$ cat config.mk
export PLATFORM = sky130hd
export DESIGN_NAME = alarm_sticky_aggregator
export DESIGN_NICKNAME = d
export VERILOG_FILES = /design/src/alarm_pkg.sv /design/src/alarm_sticky_aggregator.sv /design/src/alarm_edge_sticky.sv /design/src/alarm_pin_mux.sv
export SDC_FILE = /design/constraint.sdc
export NUM_CORES = 1
export LEC_CHECK = 0
export BUFFER_PORTS_ARGS = -buffer_cell sky130_fd_sc_hd__clkbuf_2
export CAP_MARGIN = 20
export CORE_ASPECT_RATIO = 1.5
export CORE_UTILIZATION = 45
export CTS_BUF_LIST = sky130_fd_sc_hd__clkbuf_8
export DETAILED_ROUTE_END_ITERATION = 16
export MAX_ROUTING_LAYER = met4
export PLACE_DENSITY = 0.69
export SETUP_SLACK_MARGIN = 0.05
export SYNTH_ARGS = -nofsm -noshare
export SYNTH_HDL_FRONTEND = slang
export SYNTH_SLANG_ARGS = --single-unit
$ cat constraint.sdc
create_clock -name clock -period 13.5 [get_ports clock]
set_input_delay 2.7 -clock clock [delete_from_list [all_inputs] [get_ports clock]]
set_output_delay 2.7 -clock clock [all_outputs]
set_load 0.01 [all_outputs]
$ cat src/alarm_pkg.sv
/*
  Constants shared by the alarm status and alert logic: register offsets,
  field positions, reset values, pin modes, loop state codes and timing.
  Assumes a 100 MHz system clock and a 32-bit classic Wishbone slave port.
*/
// Operation
// - Live bit shows present alarm when read
// - Sticky sets on change, holds until cleared
// - Both rising and falling edges set sticky
// - Single-alarm pin shows live or sticky level; code offers sticky for loop alarms only
// - Per-pin invert of individual alarm output
// - Alert built from sticky bits only
// - Alert is OR of enabled sticky bits
// - Any pin may be chosen as alert
// - Per-source enables feed the alert
// - Alert pin polarity can be inverted
// - Monitors, channel loops, system loop are sources
// - Holdover live follows loop holdover state
// - Locked needs channel loop and analog loop locked
// - Loop stickies on state moves; state readable
// - Every alarm bit has its own clear
// - Block sticky also holds alert until cleared
// - Alert may negate up to 200 us late
// - Global enable suppresses new alarms
package alarm_pkg;

  // Register byte offsets
  localparam logic [7:0] OFS_CTRL      = 8'h00;
  localparam logic [7:0] OFS_LIVE      = 8'h04;
  localparam logic [7:0] OFS_STICKY    = 8'h08;
  localparam logic [7:0] OFS_ALERT_EN  = 8'h0C;
  localparam logic [7:0] OFS_BLK_STICKY = 8'h10;
  localparam logic [7:0] OFS_LOOP_STATE = 8'h14;
  localparam logic [7:0] OFS_STATUS    = 8'h18;
  localparam logic [7:0] OFS_PIN_BASE  = 8'h20;

  // Control register fields
  localparam int CTRL_GEN_BIT   = 0;
  localparam int CTRL_AINV_BIT  = 1;
  localparam logic CTRL_GEN_RST  = 1'b0;
  localparam logic CTRL_AINV_RST = 1'b0;

  // Pin configuration fields
  localparam int PIN_MODE_LSB  = 0;
  localparam int PIN_STICKY_BIT = 2;
  localparam int PIN_INV_BIT   = 3;
  localparam int PIN_SRC_LSB   = 8;
  localparam int PIN_SRC_W     = 5;
  localparam int PIN_CFG_W     = 16;
  localparam logic [15:0] PIN_CFG_RST = 16'h0000;

  // Alarms per block
  localparam int REF_ALARMS  = 3;
  localparam int LOOP_ALARMS = 2;
  localparam int LOOP_ST_W   = 3;

  // Pin modes
  typedef enum logic [1:0] {
    PIN_OFF    = 2'b00,
    PIN_SINGLE = 2'b01,
    PIN_ALERT  = 2'b10
  } pin_mode_e;

  // Loop state machine codes
  typedef enum logic [2:0] {
    LS_FREERUN  = 3'b000,
    LS_ACQUIRE  = 3'b001,
    LS_LOCKED   = 3'b010,
    LS_HOLDOVER = 3'b011
  } loop_state_e;

  // Alert negation hold time
  localparam int CLK_PERIOD_NS = 10;
  localparam int NEG_TIME_NS   = 200000;
  localparam int NEG_CYCLES    = NEG_TIME_NS / CLK_PERIOD_NS;

endpackage

$ cat src/alarm_sticky_aggregator.sv
/*
  Alarm status and alert aggregation with a classic Wishbone slave.
  Holds live and sticky bits for reference monitors and loops, block
  sticky bits, alert masking, and per-pin alarm outputs.
  Assumes monitor alarms and loop states come from logic on clock.
  They pass no synchroniser, so a source from another clock domain
  must be brought onto clock before it reaches these ports.
  The alert pin negates only after a hold time; poll it or use it
  as a level, never as an edge-triggered interrupt.
*/
`timescale 1ns/100ps
module alarm_sticky_aggregator #(
  parameter int NUM_REF    = 4,
  parameter int NUM_CH     = 4,
  parameter int NUM_PINS   = 4,
  parameter int NEG_CYCLES = alarm_pkg::NEG_CYCLES
) (
  // Clock and reset
  input  wire logic                         clock,
  input  wire logic                         sys_rst,
  // Wishbone slave
  input  wire logic                         wb_cyc_i,
  input  wire logic                         wb_stb_i,
  input  wire logic                         wb_we_i,
  input  wire logic [7:0]                   wb_adr_i,
  input  wire logic [3:0]                   wb_sel_i,
  input  wire logic [31:0]                  wb_dat_i,
  output logic      [31:0]                  wb_dat_o,
  output logic                              wb_ack_o,
  // Reference monitor alarms
  input  wire logic [NUM_REF-1:0]           ref_freq_alarm,
  input  wire logic [NUM_REF-1:0]           ref_los_alarm,
  input  wire logic [NUM_REF-1:0]           ref_act_alarm,
  // Loop states, channel loops then system_loop last
  input  wire logic [NUM_CH:0][2:0]         loop_state,
  input  wire logic                         analog_loop_locked,
  // Alarm pins
  output logic      [NUM_PINS-1:0]          pin_out,
  output logic      [NUM_PINS-1:0]          pin_oe
);

  ////////////////////////////////////////////////////////////////////////
  // Sizes
  // Flat source vector: three bits per monitor, then two per
  // loop with the system_loop last. Block bits follow the same
  // order, one per monitor or loop.

  localparam int NLOOP = NUM_CH + 1;
  localparam int NREFA = alarm_pkg::REF_ALARMS * NUM_REF;
  localparam int NSRC  = NREFA + alarm_pkg::LOOP_ALARMS * NLOOP;
  localparam int NBLK  = NUM_REF + NLOOP;
  // Hold counter width; NEG_LAST is the count that releases
  localparam int CW    = $clog2(NEG_CYCLES + 1);
  localparam logic [CW-1:0] NEG_LAST = CW'(NEG_CYCLES - 1);

  // Module state outside the sticky detector bank; one reset branch
  // covers every flip-flop of this module, u_sticky resets its own
  typedef struct packed {
    logic                       ack;        // Bus acknowledge
    logic [31:0]                rdata;      // Read data
    logic                       gen;        // Global alarm enable
    logic                       alert_inv;  // Alert polarity
    logic [NSRC-1:0]            alert_en;   // Alert source mask
    logic [NBLK-1:0]            blk_sticky; // Block sticky bits
    logic [NUM_PINS-1:0][15:0]  pin_cfg;    // Pin configuration
    logic                       alert_act;  // Alert level after hold
    logic [CW-1:0]              neg_cnt;    // Negation hold counter
    logic [NUM_PINS-1:0]        pin_out;    // Registered pin levels
    logic [NUM_PINS-1:0]        pin_oe;     // Registered pin enables
  } state_s;

  // Present and next copies of the state
  state_s st_reg;
  state_s st_next;

  ////////////////////////////////////////////////////////////////////////
  // Byte lane merge, used by every writable register
  // Unselected lanes keep the old value, so a clear
  // with no lanes selected clears nothing

  function automatic logic [31:0] merge(
    input logic [31:0] old_v,
    input logic [31:0] new_v,
    input logic [3:0]  sel
  );
    logic [31:0] r;
    r = old_v;
    for (int b = 0; b < 4; b++)
    begin
      if (sel[b])
        r[8*b +: 8] = new_v[8*b +: 8];
    end
    return r;
  endfunction

  ////////////////////////////////////////////////////////////////////////
  // Live alarm vector

  logic [NSRC-1:0] live;        // Present alarm conditions
  logic [NSRC-1:0] sticky;      // Individual sticky bits
  logic [NSRC-1:0] sticky_clr;  // Clear strobes for sticky bits
  logic [NBLK-1:0] blk_any;     // Block has a sticky bit set
  logic [NBLK-1:0] blk_en;      // Block has an alert-enabled source

  // Live bits are wiring from the inputs, so a read returns
  // the level of the cycle in which the access is taken.
  // Monitor alarms pass straight through; loop alarms are
  // decoded from each loop's state code.
  genvar g;
  generate
    // Each monitor feeds three alarm types
    for (g = 0; g < NUM_REF; g++)
    begin : g_ref
      assign live[3*g]     = ref_freq_alarm[g];
      assign live[3*g + 1] = ref_los_alarm[g];
      assign live[3*g + 2] = ref_act_alarm[g];
      assign blk_any[g] = |sticky[3*g +: 3];
      assign blk_en[g]  = |st_reg.alert_en[3*g +: 3];
    end
    // Each loop feeds holdover and locked
    // Losing the analog lock drops locked on every loop
    // at once, since locked needs both loops
    for (g = 0; g < NLOOP; g++)
    begin : g_loop
      localparam int B = NREFA + 2*g;
      assign live[B] =
        (loop_state[g] == alarm_pkg::LS_HOLDOVER);
      assign live[B + 1] =
        (loop_state[g] == alarm_pkg::LS_LOCKED) && analog_loop_locked;
      assign blk_any[NUM_REF + g] = |sticky[B +: 2];
      assign blk_en[NUM_REF + g]  = |st_reg.alert_en[B +: 2];
    end
  endgenerate

  ////////////////////////////////////////////////////////////////////////
  // Sticky change detectors
  // Both edges of a live bit set its sticky bit. The global
  // enable blocks new events only; set bits are kept, so a
  // service routine can pause alarms without losing a cause.

  alarm_edge_sticky #(
    .W (NSRC)
  ) u_sticky (
    .clock   (clock),
    .sys_rst (sys_rst),
    .live    (live),
    .gen     (st_reg.gen),
    .clr     (sticky_clr),
    .sticky  (sticky)
  );

  ////////////////////////////////////////////////////////////////////////
  // Bus decode
  // A request is taken only while no acknowledge stands, so
  // a strobe held over the acknowledge edge is not answered
  // twice. Mapped or not, each access is answered next cycle.

  logic        acc;      // New access this cycle
  logic        wr;       // New write this cycle
  logic [31:0] wmask;    // Written bits after byte lanes
  logic        pin_hit;  // Address falls in the pin table
  logic [5:0]  pin_idx;  // Word index inside the pin table

  // Decode terms, from the present bus inputs and the standing acknowledge
  assign acc     = wb_cyc_i && wb_stb_i && !st_reg.ack;
  assign wr      = acc && wb_we_i;
  assign wmask   = merge(32'h0000_0000, wb_dat_i, wb_sel_i);
  assign pin_idx = wb_adr_i[7:2] - alarm_pkg::OFS_PIN_BASE[7:2];
  // Words past the last pin read zero and ignore writes
  assign pin_hit = (wb_adr_i >= alarm_pkg::OFS_PIN_BASE) &&
                   (int'(pin_idx) < NUM_PINS);

  // Write-one-to-clear strobes for individual stickies
  // A clear meeting a fresh edge in one cycle loses to it,
  // so a late clear never drops an event
  always_comb
  begin
    sticky_clr = '0;
    if (wr && wb_adr_i[7:2] == alarm_pkg::OFS_STICKY[7:2])
      sticky_clr = wmask[NSRC-1:0];
  end

  ////////////////////////////////////////////////////////////////////////
  // Alert source and pin levels

  logic                alert_src;  // Raw OR of enabled sticky state
  logic [NUM_PINS-1:0] pin_level;  // Pin level from the mux
  logic [NUM_PINS-1:0] pin_drive;  // Pin enable from the mux

  // Only sticky state reaches the alert, never live bits
  // A block bit counts only if its block has an enabled
  // source; masked blocks would otherwise raise the pin
  assign alert_src = |(sticky & st_reg.alert_en)
                   | |(st_reg.blk_sticky & blk_en);

  // Pin levels are formed here and registered below, so a
  // pin follows the alarm state one cycle later
  alarm_pin_mux #(
    .NPIN  (NUM_PINS),
    .NSRC  (NSRC),
    .NREFA (NREFA)
  ) u_pins (
    .live      (live),
    .sticky    (sticky),
    .alert     (st_reg.alert_act),
    .alert_inv (st_reg.alert_inv),
    .cfg       (st_reg.pin_cfg),
    .level     (pin_level),
    .drive     (pin_drive)
  );

  ////////////////////////////////////////////////////////////////////////
  // Next state
  // One process forms every next value: bus answer, writes,
  // read data, block stickies, alert hold and pin registers.
  // Defaults keep the state, so a branch names only what moves.

  always_comb
  begin
    logic [31:0] m;
    logic [31:0] rd;
    m  = 32'h0000_0000;
    rd = 32'h0000_0000;
    st_next     = st_reg;
    // One-cycle acknowledge per access
    // The standing acknowledge blocks a second take
    st_next.ack = acc;

    // Block sticky: any set individual sticky sets it again while gen is on
    // Clearing a block while a member is set and gen is on leaves it set
    st_next.blk_sticky = st_reg.blk_sticky |
                         (blk_any & {NBLK{st_reg.gen}});

    // Register writes
    // Read-only and unmapped words fall to the default
    // branch and change nothing; they are still answered
    if (wr)
    begin
      case (wb_adr_i[7:2])
        alarm_pkg::OFS_CTRL[7:2]:
        begin
          m = merge({30'h0, st_reg.alert_inv, st_reg.gen}, wb_dat_i, wb_sel_i);
          st_next.gen       = m[alarm_pkg::CTRL_GEN_BIT];
          st_next.alert_inv = m[alarm_pkg::CTRL_AINV_BIT];
        end
        alarm_pkg::OFS_ALERT_EN[7:2]:
        begin
          m = merge(32'(st_reg.alert_en), wb_dat_i, wb_sel_i);
          st_next.alert_en = m[NSRC-1:0];
        end
        alarm_pkg::OFS_BLK_STICKY[7:2]:
        begin
          // Clear first, then a still-set member sets it again if gen is on
          st_next.blk_sticky = (st_reg.blk_sticky & ~wmask[NBLK-1:0])
                             | (blk_any & {NBLK{st_reg.gen}});
        end
        default:
        begin
          if (pin_hit)
          begin
            m = merge(32'(st_reg.pin_cfg[pin_idx]), wb_dat_i, wb_sel_i);
            st_next.pin_cfg[pin_idx] = m[15:0];
          end
        end
      endcase
    end

    // Read data, sampled in the access cycle
    // Live and sticky words show the state of the taking edge
    if (acc && !wb_we_i)
    begin
      case (wb_adr_i[7:2])
        alarm_pkg::OFS_CTRL[7:2]:
          rd = {30'h0, st_reg.alert_inv, st_reg.gen};
        alarm_pkg::OFS_LIVE[7:2]:
          rd = 32'(live);
        alarm_pkg::OFS_STICKY[7:2]:
          rd = 32'(sticky);
        alarm_pkg::OFS_ALERT_EN[7:2]:
          rd = 32'(st_reg.alert_en);
        alarm_pkg::OFS_BLK_STICKY[7:2]:
          rd = 32'(st_reg.blk_sticky);
        alarm_pkg::OFS_LOOP_STATE[7:2]:
          rd = 32'(loop_state);
        alarm_pkg::OFS_STATUS[7:2]:
          rd = {30'h0, alert_src, st_reg.alert_act};
        default:
        begin
          if (pin_hit)
            rd = 32'(st_reg.pin_cfg[pin_idx]);
          else
            rd = 32'h0000_0000;
        end
      endcase
    end
    // Read data is zero outside an acknowledged read
    st_next.rdata = rd;

    // Alert asserts at once, negates only after a quiet hold time;
    // this keeps a host from seeing a burst of edges while it clears
    // The counter parks at its last value until the source rises
    if (alert_src)
    begin
      st_next.alert_act = 1'b1;
      st_next.neg_cnt   = '0;
    end
    else if (st_reg.alert_act)
    begin
      if (st_reg.neg_cnt == NEG_LAST)
        st_next.alert_act = 1'b0;
      else
        st_next.neg_cnt = st_reg.neg_cnt + CW'(1);
    end

    // Registered pin outputs
    // Mode off leaves the pin undriven and its level low
    st_next.pin_out = pin_level;
    st_next.pin_oe  = pin_drive;
  end

  ////////////////////////////////////////////////////////////////////////
  // State register
  // Reset clears every field, then the control fields take
  // their package reset values; all of them are constants.

  always_ff @(posedge clock or posedge sys_rst)
  begin
    if (sys_rst)
    begin
      st_reg           <= '0;
      st_reg.gen       <= alarm_pkg::CTRL_GEN_RST;
      st_reg.alert_inv <= alarm_pkg::CTRL_AINV_RST;
      st_reg.pin_cfg   <= {NUM_PINS{alarm_pkg::PIN_CFG_RST}};
    end
    else
    begin
      st_reg <= st_next;
    end
  end

  ////////////////////////////////////////////////////////////////////////
  // Outputs, all from flip-flops
  // Nothing combinational reaches a pin, so none can glitch

  assign wb_dat_o = st_reg.rdata;
  assign wb_ack_o = st_reg.ack;
  assign pin_out  = st_reg.pin_out;
  assign pin_oe   = st_reg.pin_oe;

endmodule // alarm_sticky_aggregator

$ cat src/alarm_edge_sticky.sv
/*
  Bank of sticky change detectors, one per alarm source.
  Assumes live inputs are synchronous to clock.
*/
`timescale 1ns/100ps
module alarm_edge_sticky #(
  parameter int W = 8
) (
  // Clock and reset
  input  wire logic         clock,
  input  wire logic         sys_rst,
  // Alarm levels and controls
  input  wire logic [W-1:0] live,
  input  wire logic         gen,
  input  wire logic [W-1:0] clr,
  // Sticky result
  output logic      [W-1:0] sticky
);

  typedef struct packed {
    logic [W-1:0] prev;   // Live level one cycle ago
    logic [W-1:0] sticky; // Latched change flags
  } state_s;

  state_s st_reg;
  state_s st_next;

  // Any edge sets; global enable blocks new events; set beats clear
  always_comb
  begin
    st_next        = st_reg;
    st_next.prev   = live;
    st_next.sticky = (st_reg.sticky & ~clr)
                   | ({W{gen}} & (live ^ st_reg.prev));
  end

  // State register
  always_ff @(posedge clock or posedge sys_rst)
  begin
    if (sys_rst)
      st_reg <= '0;
    else
      st_reg <= st_next;
  end

  assign sticky = st_reg.sticky;

endmodule // alarm_edge_sticky

$ cat src/alarm_pin_mux.sv
/*
  Per-pin selection of alarm level: one live or sticky alarm, or the alert.
  Combinational; the caller registers the result.
*/
`timescale 1ns/100ps
module alarm_pin_mux #(
  parameter int NPIN = 4,
  parameter int NSRC = 22,
  parameter int NREFA = 12
) (
  // Alarm vectors
  input  wire logic [NSRC-1:0]           live,
  input  wire logic [NSRC-1:0]           sticky,
  input  wire logic                      alert,
  input  wire logic                      alert_inv,
  // Pin configuration
  input  wire logic [NPIN-1:0][15:0]     cfg,
  // Pin levels
  output logic      [NPIN-1:0]           level,
  output logic      [NPIN-1:0]           drive
);

  genvar p;
  generate
    for (p = 0; p < NPIN; p++)
    begin : g_pin
      logic [alarm_pkg::PIN_SRC_W-1:0] src;
      logic [1:0]                      mode;
      logic                            bit_v;
      assign src  = cfg[p][alarm_pkg::PIN_SRC_LSB +: alarm_pkg::PIN_SRC_W];
      assign mode = cfg[p][alarm_pkg::PIN_MODE_LSB +: 2];
      // Monitor alarms are live only; loop alarms may show sticky
      always_comb
      begin
        bit_v = 1'b0;
        if (int'(src) < NSRC)
        begin
          if (cfg[p][alarm_pkg::PIN_STICKY_BIT] && int'(src) >= NREFA)
            bit_v = sticky[src];
          else
            bit_v = live[src];
        end
      end
      // Mode select and polarity
      always_comb
      begin
        case (mode)
          alarm_pkg::PIN_SINGLE:
          begin
            level[p] = bit_v ^ cfg[p][alarm_pkg::PIN_INV_BIT];
            drive[p] = 1'b1;
          end
          alarm_pkg::PIN_ALERT:
          begin
            level[p] = alert ^ alert_inv;
            drive[p] = 1'b1;
          end
          default:
          begin
            level[p] = 1'b0;
            drive[p] = 1'b0;
          end
        endcase
      end
    end
  endgenerate

endmodule // alarm_pin_mux

-- Word-level counts from Yosys, hierarchy flattened
Cells that the tools add are included.
- output and inout bits: 41
- register bits after elaboration: 198
- reductions and logical operators: 51
- equality and inequality tests: 26
- muxes and demuxes: 60
- bitwise operators: 19
- add/sub/neg operators: 2
- order comparisons: 16
- operators by type and width (kind ; number):
    $pmux 22 s7 ; 1
    $mux 64 ; 2
    $mux 16 ; 5
    $mux 8 ; 10
    $mux 73 ; 1
    $and 22x22->22 ; 3
    $bwmux 64 ; 1
    $mux 22 ; 2
    $bmux 1 s5 ; 8
    $bmux 16 s2 ; 1
    $demux 16 s2 ; 1
    $eq 3x2->1 const B ; 10
    $reduce_or 2->1 ; 14
    $and 9x9->9 ; 3
    $reduce_or 3->1 ; 9
    $lt 5x6->1 const B ; 4
    $not 22->22 ; 1
    $or 22x22->22 ; 1
    $reduce_or 22->1 ; 1
    $xor 22x22->22 ; 1
    $mux 1 ; 21
    $ge 5x4->1 const B ; 4
    $lt 5x5->1 const B ; 4
    $eq 6x3->1 const B ; 3
    27 further kinds ; 63

-- Logic depth before layout (Yosys ltp)
- depth after elaboration: 11
- gate-level depth with buffers: 9
- mapped depth without buffers: 8

-- Cells and area by module
A second synthesis with hierarchy kept.
- cells, all modules: 1004
- area total of the unflattened synthesis: 10767.8 um2
- by module, submodules not included (module ; area each (um2) ; sequential area each (um2) ; cells an instance ; times used):
    alarm_sticky_aggregator ; 7389.6 ; 3603.5 ; 707 ; 1
    alarm_edge_sticky ; 1781.7 ; 1101.1 ; 135 ; 1
    alarm_pin_mux ; 1596.5 ; 0.0 ; 162 ; 1

-- Least setup slack after synthesis
OpenSTA, ideal clock, no wires.
- path kind: input to register
- start point: input port wb_adr_i[5]
- end point: register with a tool-made name
- slack: 9.281 ns
- data arrival time: 4.141 ns
- path buffers: 1
- cell stages on the path: 9
- setup time: 0.078 ns
- required time: 13.422 ns
- cells stage by stage: inv_1 > ha_1 > xor2_1 > nor3_2 > nand2_1 > nor2_1 > clkbuf_1 > nor2_1 > a21oi_1
- RTL lines (element ; RTL line ; RTL):
    start: declaration ; alarm_sticky_aggregator.sv:25 ; input wire logic [7:0] wb_adr_i,

==> results.py <==
metrics = {
    "timing": {
        "clock.fmax_mhz": 220,
        "tightest_slew_ns": 1.08,
        "slew_viol_final": 0,
        "clock_skew_ns": 0.0185,
        "setup_viol": 0,
        "relSlewSlack": 0.275,
        "hold_viol": 0,
        "fin_crit_sh": 0.336,
        "period_needed_ns": 4.54,
        "grt_setup_unrepaired": "no",
        "finalSetupTns_ns": 0,
        "holdWs_ns": 0.532,
    },
    "synth": {
        "synth_top_cells_by_area": "dfrtp_1, mux4_2, a21oi_1",
        "ys_warn_count": 0,
        "seq_area_frac_synth": 0.442,
        "synth_cell_types": 68,
        "synth_common_cells": "dfrtp_1, nor2_1, a21oi_1",
        "ys_async_sr_fraction": 1.00,
        "synth_top_area_share": 0.442,
        "ys_ff_latch": 188,
        "ys.flop_type": "dfrtp_1",
        "syn-instance-count": 1033,
        "synth-edff-count": 0,
        "syn_avg_cell_area_um2": 10.3,
        "synth_most_common_cell": "dfrtp_1",
        "synth_top_area_cell": "dfrtp_1",
        "syn_area_um2": 10600,
    },
    "grt": {
        "grt_max_degree": 124,
        "antenna_found_initial": 0,
        "grt_util_all_layers": 0.295,
        "grt_overflow": 0,
        "first_global_vias": 8419,
        "grt_pass1_wl_mm": 50.8,
    },
    "clock_tree": {
        "hold_buffers": 0,
        "post-cts-setup-buffers": 0,
        "cts_buffer_depth": 2,
        "cts_resized": 0,
        "clk_pin_slew_worst_paths_ns": 0.10,
        "cts_tree": "yes",
        "insertion_delay_ns": 0.51,
        "cts_made_buffers": 17,
        "cts-root-buf": "clkbuf_8",
        "cts_sinks": 188,
        "cts_htree_levels": 4,
    },
    "power": {
        "power.density_nw_per_um2": 109,
        "leakage_nw": 5.02,
        "finalPower_mw": 1.25,
        "vdd_drop_max_mv": 0.0668,
    },
    "drt": {
        "drtIter0Drc": 995,
        "drc": 0,
        "dr.pass1.iters": 6,
        "wl_per_cell_um": 23.8,
        "wl_mm": 33.2,
        "num_vias": 8659,
        "routed_via_density": 6.21,
        "ant_nets": 0,
    },
    "floorplanning": {
        "rows": 68,
        "dieArea_um2": 24300,
        "die_y_um": 190,
        "ios": 118,
        "core_area_um2": 23100,
        "fp.dieW_um": 128,
        "initial_core_util": 0.460,
    },
    "setup_path": {
        "crit_path_end_kind": "flop",
        "cpPeakStageDelay_ns": 0.65,
        "cp.arrival_ns": 4.94,
        "cp-start-kind": "input pin",
        "critPathMaxFanout": 40,
        "worst-setup-path-type": "in2reg",
        "crit_path_cell_trace": "clkbuf_2 > buf_4 > nor2b_1 > and3_1 > nand3_1 > a22o_1",
        "cp_slowest_cell": "nor2b_1",
        "required_ns": 13.90,
    },
    "outcome": {
        "status": "completed",
    },
    "min_path": {
        "hp-class": "reg2reg",
    },
    "placement": {
        "dp.cells": 1363,
        "dpl_cell_area_um2": 11100,
        "gp_congestion": 0.984,
        "portBuffers": 94,
        "dp_hpwl_mm": 24.1,
    },
    "cells_and_area": {
        "syn2layout_area_growth_pct": 7.65,
        "drive_gt1_frac": 0.211,
        "nets": 1154,
        "stdcell_count": 1395,
        "final_area_um2": 11400,
        "diodes": 0,
    },
    "job": {
        "maxCapViolCount": 0,
    },
}
[power breakdown]
group	total, mW	switching [mW]	internal, mW	leakage, nW
registers	0.680	0.0765	0.604	2.50
logic	0.209	0.114	0.0952	2.33
clock network	0.360	0.219	0.141	0.187
[cell families (layout without fill, tap and decap cells)]
group,after synthesis,after routing,share of synthesized area
AND/OR/NAND/NOR,299,299,0.138
AO/OA/AOI/OAI,255,255,0.159
flip-flops,188,188,0.442
buffers and inverters,140,178,0.0680
multiplexers,106,106,0.152
XOR/XNOR,34,34,0.0280
adder cells (fa/ha/maj),10,10,0.0118
other,1,10,0.000353
[routing by layer]
layer  vias to the layer above  global-route usage  share of wire
li1                       3787                   -              -
met5                         -                   -              0
met3                       123              0.0561          0.069
met2                       458               0.481           0.49
met4                         0               0.177          0.064
met1                      4291               0.336           0.37
[worst paths after layout]
kind	start	end	slack (ns)	cells after the start
min in group asynchronous	sys_rst	st_reg[21]	2.30	2
min	flop	flop	0.53	2
max in group asynchronous	sys_rst	asynchronous set/reset pin	9.80	3
min reg2reg	flop	flop	0.53	2
max reg2reg	flop	pin_out[0]	10.81	5
max	wb_adr_i[3]	u_sticky.sticky[8]	8.96	6
[critical path: cells and delay by family]
family                 cells  cell delay [ns]
AND/OR/NAND/NOR            3             1.42
AO/OA/AOI/OAI              1             0.25
buffers and inverters      2             0.52
[through the flow]
step	worst slack, ns	util
CTS	9.03	0.495
finish	8.96	0.495
floorplan	5.69	-
global route	8.85	0.495
global placement	8.42	0.479
detailed placement	8.50	0.479
[cells in the final DEF (no fill, tap or decap), drive strengths merged, types with 13 or more instances in the layout]
cell    Yosys  final
a21oi      85     85
a22o       32     32
a22oi      42     42
buf        67     13
clkbuf     34    113
dfrtp     188    188
inv        39     45
mux2       32     32
mux2i      33     33
mux4       41     41
nand2      75     75
nand3      28     28
nor2      106    106
nor3       13     13
o21ai      38     38
xnor2      18     18
xor2       16     16
[area by class of cell]
type	count	area, µm²
Fill cell	2163	11700
Multi-Input combinational cell	714	5260
Sequential cell	188	4700
Timing Repair Buffer	107	568
Tap cell	315	394
Clock buffer	19	262
Inverter	39	154
Clock inverter	13	105
No activity file was read; power rests on OpenSTA's default activity.
